### src/tlio_defines.svh
// Register offsets, reset values and line masks of the twelve-line port
`ifndef TLIO_DEFINES_SVH
`define TLIO_DEFINES_SVH
`define TLIO_FIRST_PORT_ADDR      8'h12
`define TLIO_FIRST_PORT_DIR_ADDR  8'h13
`define TLIO_SECOND_PORT_ADDR     8'h14
`define TLIO_SECOND_PORT_DIR_ADDR 8'h15
`define TLIO_DATA_RESET           8'hFF
`define TLIO_DIR_RESET            8'hFF
`define TLIO_SECOND_PORT_LINES    8'hCC
`endif

### src/tlio_pkg.sv
// Types shared by the twelve-line port
package tlio_pkg;
    typedef enum logic [1:0] {
        TLIO_PUSH_PULL,
        TLIO_OPEN_DRAIN_LOW,
        TLIO_OPEN_DRAIN_HIGH
    } tlio_drive_e;

    typedef struct packed {
        logic [7:0] out;
        logic [7:0] oe;
    } tlio_pad_s;
endpackage

### src/tlio_port.sv
// Twelve-line bidirectional port with data latches and direction registers
// Functional notes
// - Twelve lines, data at 12H and 14H
// - Input-line reads sample pads directly, not latched
// - Output latch holds until rewritten
// - Direction registers at 13H and 15H
// - Direction 1 input, 0 output
// - Read returns pad or latch per direction
// - Push-pull or open-drain, open-drain first port only
// - After reset all lines undriven
// - Bit operations read-modify-write whole port
// - Every first-port input line can wake device
// - Pull only when optioned, pull-down first port
`timescale 1ns/1ps
`include "tlio_defines.svh"
module tlio_port #(
    parameter logic [15:0] DRIVE_A      = 16'h0000,
    parameter logic [7:0]  WAKE_EN      = 8'hFF,
    parameter logic [7:0]  PULL_UP_A    = 8'h00,
    parameter logic [7:0]  PULL_DOWN_A  = 8'h00,
    parameter logic [7:0]  PULL_UP_B    = 8'h00,
    parameter logic [7:0]  PULL_DOWN_B  = 8'h00
) (
    input  wire logic       mclk,
    input  wire logic       nrst,
    input  wire logic [7:0] addr,
    input  wire logic       wr_en,
    input  wire logic [7:0] wr_data,
    input  wire logic       rd_en,
    output logic      [7:0] rd_data,
    input  wire logic [7:0] first_port_in,
    output logic      [7:0] first_port_out,
    output logic      [7:0] first_port_oe,
    input  wire logic [7:0] second_port_in,
    output logic      [7:0] second_port_out,
    output logic      [7:0] second_port_oe,
    output logic      [7:0] first_port_pull_up,
    output logic      [7:0] first_port_pull_down,
    output logic      [7:0] second_port_pull_up,
    output logic      [7:0] second_port_pull_down,
    input  wire logic       halted,
    output logic            wake
);
    logic [7:0] first_port;
    logic [7:0] first_port_direction;
    logic [7:0] second_port;
    logic [7:0] second_port_direction;
    logic [7:0] first_meta;
    logic [7:0] first_sync;
    logic [7:0] second_meta;
    logic [7:0] second_sync;
    logic [7:0] first_prev;
    logic [7:0] next_rd_data;
    logic       next_wake;
    wire  [7:0] a_drive;

    // Drive bundle of each port: latch value and enable
    tlio_pkg::tlio_pad_s pad_a;
    tlio_pkg::tlio_pad_s pad_b;

    function automatic logic [7:0] port_view(input logic [7:0] dir, input logic [7:0] pad,
                                             input logic [7:0] latch, input logic [7:0] lines);
        port_view = (dir & lines & pad) | (~(dir & lines) & latch);
    endfunction

    wire sel_a  = (addr == `TLIO_FIRST_PORT_ADDR);
    wire sel_ad = (addr == `TLIO_FIRST_PORT_DIR_ADDR);
    wire sel_b  = (addr == `TLIO_SECOND_PORT_ADDR);
    wire sel_bd = (addr == `TLIO_SECOND_PORT_DIR_ADDR);
    wire [7:0] second_lines = `TLIO_SECOND_PORT_LINES;
    wire [7:0] view_a = port_view(first_port_direction, first_sync, first_port, 8'hFF);
    wire [7:0] view_b = port_view(second_port_direction, second_sync, second_port, second_lines);

    // Pad samples pass two flops; reads take the current sample, not a stored copy
    always_ff @(posedge mclk or negedge nrst) begin
        if (!nrst) begin
            first_meta  <= 8'h00;
            first_sync  <= 8'h00;
            second_meta <= 8'h00;
            second_sync <= 8'h00;
            first_prev  <= 8'h00;
        end else begin
            first_meta  <= first_port_in;
            first_sync  <= first_meta;
            second_meta <= second_port_in;
            second_sync <= second_meta;
            first_prev  <= first_sync;
        end
    end

    // Latches change only on a write; a bit op writes back the whole merged byte
    always_ff @(posedge mclk or negedge nrst) begin
        if (!nrst) begin
            first_port            <= `TLIO_DATA_RESET;
            first_port_direction  <= `TLIO_DIR_RESET;
            second_port           <= `TLIO_DATA_RESET;
            second_port_direction <= `TLIO_DIR_RESET;
        end else if (wr_en) begin
            if (sel_a)
                first_port <= wr_data;
            if (sel_ad)
                first_port_direction <= wr_data;
            if (sel_b)
                second_port <= wr_data;
            if (sel_bd)
                second_port_direction <= wr_data;
        end
    end

    assign next_rd_data = !rd_en ? rd_data :
                          sel_a  ? view_a :
                          sel_ad ? first_port_direction :
                          sel_b  ? view_b :
                          sel_bd ? second_port_direction : 8'h00;

    wire [7:0] falls = first_prev & ~first_sync;
    assign next_wake = halted && ((WAKE_EN & first_port_direction & falls) != 8'h00);

    always_ff @(posedge mclk or negedge nrst) begin
        if (!nrst) begin
            rd_data <= 8'h00;
            wake    <= 1'b0;
        end else begin
            rd_data <= next_rd_data;
            wake    <= next_wake;
        end
    end

    // Drive type per first-port line; second port is push-pull only
    genvar i;
    generate
        for (i = 0; i < 8; i++) begin : g_first
            wire [1:0] drv = DRIVE_A[2*i +: 2];
            wire       act = ~first_port_direction[i];
            assign a_drive[i] =
                act && ((drv == 2'(tlio_pkg::TLIO_PUSH_PULL)) ||
                        (drv == 2'(tlio_pkg::TLIO_OPEN_DRAIN_LOW) && !first_port[i]) ||
                        (drv == 2'(tlio_pkg::TLIO_OPEN_DRAIN_HIGH) && first_port[i]));

            // A push-pull output line is always driven; an open-drain line may only drive its own active level
            a_push_drives: assert property (@(posedge mclk) disable iff (!nrst)
                act && drv == 2'(tlio_pkg::TLIO_PUSH_PULL) |-> first_port_oe[i])
                else $error("push-pull output not driven");
            a_drain_low: assert property (@(posedge mclk) disable iff (!nrst)
                first_port_oe[i] && drv == 2'(tlio_pkg::TLIO_OPEN_DRAIN_LOW)
                |-> !first_port_out[i])
                else $error("open-drain low line drives high");
            a_drain_high: assert property (@(posedge mclk) disable iff (!nrst)
                first_port_oe[i] && drv == 2'(tlio_pkg::TLIO_OPEN_DRAIN_HIGH)
                |-> first_port_out[i])
                else $error("open-drain high line drives low");
        end
    endgenerate

    assign pad_a = '{out: first_port, oe: a_drive};
    assign pad_b = '{out: second_port, oe: ~second_port_direction & second_lines};
    assign first_port_out  = pad_a.out;
    assign first_port_oe   = pad_a.oe;
    assign second_port_out = pad_b.out;
    assign second_port_oe  = pad_b.oe;

    assign first_port_pull_up    = PULL_UP_A;
    assign first_port_pull_down  = PULL_DOWN_A;
    assign second_port_pull_up   = PULL_UP_B & second_lines;
    assign second_port_pull_down = 8'h00 & PULL_DOWN_B;

    a_latch_holds: assert property (@(posedge mclk) disable iff (!nrst)
        !(wr_en && sel_a) |=> first_port == $past(first_port))
        else $error("first port latch changed without write");
    a_write_stores: assert property (@(posedge mclk) disable iff (!nrst)
        wr_en && sel_b |=> second_port == $past(wr_data))
        else $error("second port write lost");
    a_dir_write: assert property (@(posedge mclk) disable iff (!nrst)
        wr_en && sel_ad |=> first_port_direction == $past(wr_data))
        else $error("direction write lost");
    a_input_undriven: assert property (@(posedge mclk) disable iff (!nrst)
        ((first_port_oe & first_port_direction) == 8'h00))
        else $error("input line driven");
    a_read_view: assert property (@(posedge mclk) disable iff (!nrst)
        rd_en && sel_a |=> rd_data == $past(view_a))
        else $error("first port read wrong");
    a_read_output: assert property (@(posedge mclk) disable iff (!nrst)
        rd_en && sel_b && second_port_direction == 8'h00 |=> rd_data == $past(second_port))
        else $error("output read not latch");
    a_pad_direct: assert property (@(posedge mclk) disable iff (!nrst)
        rd_en && sel_a && first_port_direction == 8'hFF |=> rd_data == $past(first_sync))
        else $error("input read not pad");
    a_missing_pads: assert property (@(posedge mclk) disable iff (!nrst)
        (second_port_oe & ~second_lines) == 8'h00)
        else $error("missing pad driven");
    a_reset_undriven: assert property (@(posedge mclk)
        !nrst |-> first_port_oe == 8'h00 && second_port_oe == 8'h00)
        else $error("line driven in reset");
    a_wake_only_halt: assert property (@(posedge mclk) disable iff (!nrst)
        wake |-> $past(halted))
        else $error("wake while running");

    // Write and read paths, refused addresses, wake and pull options
    a_first_write: assert property (@(posedge mclk) disable iff (!nrst)
        wr_en && sel_a |=> first_port == $past(wr_data))
        else $error("first port write lost");
    a_dir_b_write: assert property (@(posedge mclk) disable iff (!nrst)
        wr_en && sel_bd |=> second_port_direction == $past(wr_data))
        else $error("second direction write lost");
    a_read_holds: assert property (@(posedge mclk) disable iff (!nrst)
        !rd_en |=> rd_data == $past(rd_data))
        else $error("read data changed without read");
    a_bad_addr_read: assert property (@(posedge mclk) disable iff (!nrst)
        rd_en && !(sel_a || sel_ad || sel_b || sel_bd) |=> rd_data == 8'h00)
        else $error("unmapped read not zero");
    a_wake_needs_fall: assert property (@(posedge mclk) disable iff (!nrst)
        wake |-> ($past(falls & first_port_direction) != 8'h00))
        else $error("wake without input fall");
    a_no_pull_down_b: assert property (@(posedge mclk) disable iff (!nrst)
        second_port_pull_down == 8'h00)
        else $error("second port pull-down present");
    a_pull_missing: assert property (@(posedge mclk) disable iff (!nrst)
        (second_port_pull_up & ~second_lines) == 8'h00)
        else $error("pull on missing pad");

    c_write_a: cover property (@(posedge mclk) disable iff (!nrst) wr_en && sel_a);
    c_read_in: cover property (@(posedge mclk) disable iff (!nrst) rd_en && sel_b);
    c_wake:    cover property (@(posedge mclk) disable iff (!nrst) wake);
    c_read_pad: cover property (@(posedge mclk) disable iff (!nrst)
        rd_en && sel_a && first_port_direction == 8'hFF);
    c_drain_off: cover property (@(posedge mclk) disable iff (!nrst)
        !first_port_direction[1] && !first_port_oe[1]);
endmodule

### config.mk
export PLATFORM = sky130hd
export DESIGN_NAME = tlio_port
export DESIGN_NICKNAME = d
export VERILOG_FILES = /design/src/tlio_pkg.sv /design/src/tlio_port.sv
export VERILOG_INCLUDE_DIRS = /design/src /design/src/src
export SDC_FILE = /design/constraint.sdc
export NUM_CORES = 1
export LEC_CHECK = 0
export ABC_AREA = 1
export BUFFER_PORTS_ARGS = -buffer_cell sky130_fd_sc_hd__buf_2
export CAP_MARGIN = 10
export CORE_MARGIN = 2
export CORE_UTILIZATION = 39
export CTS_CLUSTER_SIZE = 12
export DETAILED_ROUTE_END_ITERATION = 8
export PLACE_DENSITY_LB_ADDON = 0.15
export RECOVER_POWER = 25
export SYNTH_ARGS = -nofsm -noshare
export SYNTH_HDL_FRONTEND = slang
export SYNTH_SLANG_ARGS = --single-unit
### constraint.sdc
create_clock -name mclk -period 2.25 [get_ports mclk]
set_input_delay 0.45 -clock mclk [delete_from_list [all_inputs] [get_ports mclk]]
set_output_delay 0.45 -clock mclk [all_outputs]
set_load 0.01 [all_outputs]
==> impl_metrics.ini <==
[pwr]
p_seq_frac = 0.494
p_leak_nw = 1.92
p_comb_frac = 0.083
switching_power_w = 0.000684
clkPwrFrac = 0.423
pwr_density_cell_nw_per_um2 = 752
power.internal_w = 0.00223
switching_share = 0.235
peakVddDrop_v = 0.000428

[logic_synthesis]
synth.avg_cell_area_um2 = 9.30
ys_ff_latch = 73
synth_cells = 363
syn-cell-area_um2 = 3380
netlist_top_cells_area = dfrtp_1 30%, dfstp_2 25%, nand2_1 10%
yosys.area.top_type_share = 0.304
synth-edff-count = 0
synth_area_leader_cell = dfrtp_1
yosysMostFrequentCell = nand2_1
yosys_warnings = 0
ys.flop_type = dfrtp_1
ys_types = 26
synth-seq-area-share = 0.553
synthArstFlopShare = 1.00
yosys-top-cells-count = 93 x nand2_1, 44 x buf_4, 41 x dfrtp_1

[clocking]
cts_hold_buf = 0
cts_root_buf = clkbuf_8
clock-sinks = 73
clk_path_buf_depth = 2
clk_pin_slew_ps = 80
cts_buffers = 9
ctsResizeCount = 0
post_cts_buffers = 0
clk_latency_ps = 340
cts-htree-levels = 3
cts_tree = yes

[route]
drc_errors = 0
drt_iter0_markers = 75
num_vias = 2390
routed_wl_mm = 6.70
viasPerCell = 4.43
ant_nets = 0
drt_first_pass_iters = 4
wire_per_inst_um = 12.4

[floorplan]
fp.dieH_um = 97.1
rows = 33
fp.dieW_um = 97.1
core_area_um2 = 8300
start_util = 0.407
io_pins = 110
die_area_um2 = 9420

[setup_path]
cp.required_ps = 1800
worstPathCellList = inv_1 -> buf_2
worstPathArrival_ps = 1100
cp-end-kind = output port
crit_family = flip-flops
critical-path-max-stage-delay_ps = 550
rr_startpoint = first_port_direction[4]$_DFFE_PN1P_
path_max_fanout = 3
critPathLaunchType = register
startpoint = second_port_direction[6]$_DFFE_PN1P_
cp_slowest_cell = dfstp_2
crit_type = register to output port
cp_num_buf_inv = 2

[cells_and_area]
diodes = 0
post-route-util = 0.466
drive_gt1_frac = 0.317
syn_to_final_growth_pct = 14.5
instances_no_fill = 540
fin_nets = 467

[global_routing]
grt_first_pass_wirelength_mm = 11.3
gr-total-overflow = 0
grt_max_degree = 74
grt_use_total = 0.151
grt_antenna_before_repair = 0
grt_pass1_vias = 2302

[timing]
finalSetupTns_ps = 0
hold_viol = 0
setup-violations-final = 0
post-route-period-util = 0.689
timing.final.crit_period_ps = 1550
holdWs_ps = 169
fin_ws_ps = 699
rsz0062_at_grt = no
finalMaxSlewViolations = 0
fmax_ghz = 0.645
fin_skew_ps = 4.45

[worst_hold_path]
hold_path.class = input port to async pin

[flow_run]
maxCapViolations = 0

[outcome]
status = finished, final reports clean

[place]
dpl.cell_count = 524
pre_cts_ws_ps = 479
dp_hpwl_mm = 4.90
finalWeightedCongestion = 0.750
port_buffers = 69
layout make-up:
| type | count | area (µm²) |
|---|---|---|
| clock buffers | 10 | 128 |
| clock inverters | 6 | 115 |
| fillers | 824 | 4430 |
| inverters | 32 | 120 |
| multi-input cells | 240 | 1110 |
| flip-flops and latches | 73 | 1870 |
| well taps | 105 | 131 |
| repair buffers | 74 | 394 |
worst register-to-register path, delay by kind of cell (launching register included):
family,cells,cell delay [ps]
and+or+nand+nor,4,410
DFF,1,560
buffers and inverters,1,70
AOI/OAI and AO/OA,1,200
registers in the layout, indices dropped and copies added, names as in the netlist:
name                   flops
first_port_direction       8
first_sync                 8
first_meta                 8
first_port_out             8
second_port_direction      8
second_port_out            8
wake                       1
second_sync                4
first_prev                 8
rd_data                    8
second_meta                4
power groups by stage:
stage	registers, W	logic [W]	clock network [W]
global route	0.00145	0.000275	0.00133
CTS	0.00144	0.000247	0.00127
finish	0.00144	0.000241	0.00123
detailed placement	0.00146	0.000246	0
floorplan	0.00146	0.000184	0
global placement	0.00146	0.000242	0
placed cells by master (no fill, tap or decap), types with 3 or more instances in the layout:
cell,n
dfstp_2,32
nand4_1,6
buf_4,4
nand3_1,26
bufinv_16,3
o21a_1,4
inv_1,30
nand2_1,93
nor2_1,28
nor2_4,5
o21ai_0,16
conb_1,36
o21ai_1,11
buf_2,68
o21ai_2,4
dfrtp_1,41
nand2_2,3
clkbuf_8,9
routing by layer:
layer / track usage / part of all wire
met5: 0 / 0
met2: 0.230 / 0.45
met4: 0.0520 / 0.016
met3: 0.0381 / 0.058
met1: 0.210 / 0.47
path summary, 6_finish.rpt:
path                       cells after the start                              to  slack, ps
min reg2reg                                    0         first_sync[2]$_DFF_PN0_        350
max reg2reg                                    6                  wake$_DFF_PN0_        930
max                                            2               second_port_oe[6]        700
max in group asynchronous                      2  second_port_out[3]$_DFFE_PN1P_       1730
min                                            2         first_meta[5]$_DFF_PN0_        170
min in group mclk                              1         first_meta[1]$_DFF_PN0_        210
cells by family (layout without fill, tap and decap cells):
kind of cell / Yosys count / in the layout / share of synthesized area
and+or+nand+nor: 168 / 168 / 0.228
buffers and inverters: 85 / 122 / 0.157
DFF: 73 / 73 / 0.553
AOI/OAI and AO/OA: 36 / 36 / 0.0615
other: 1 / 36 / 0.00111
metrics by stage:
stage | instance area (µm²) | power, W
final | 3870 | 0.00291
after global routing | 3870 | 0.00305
after CTS | 3870 | 0.00295
after detailed placement | 3630 | 0.00171
after global placement | 3630 | 0.00170
after floorplan | 3510 | 0.00164
Power figures use the tool's default switching activity.
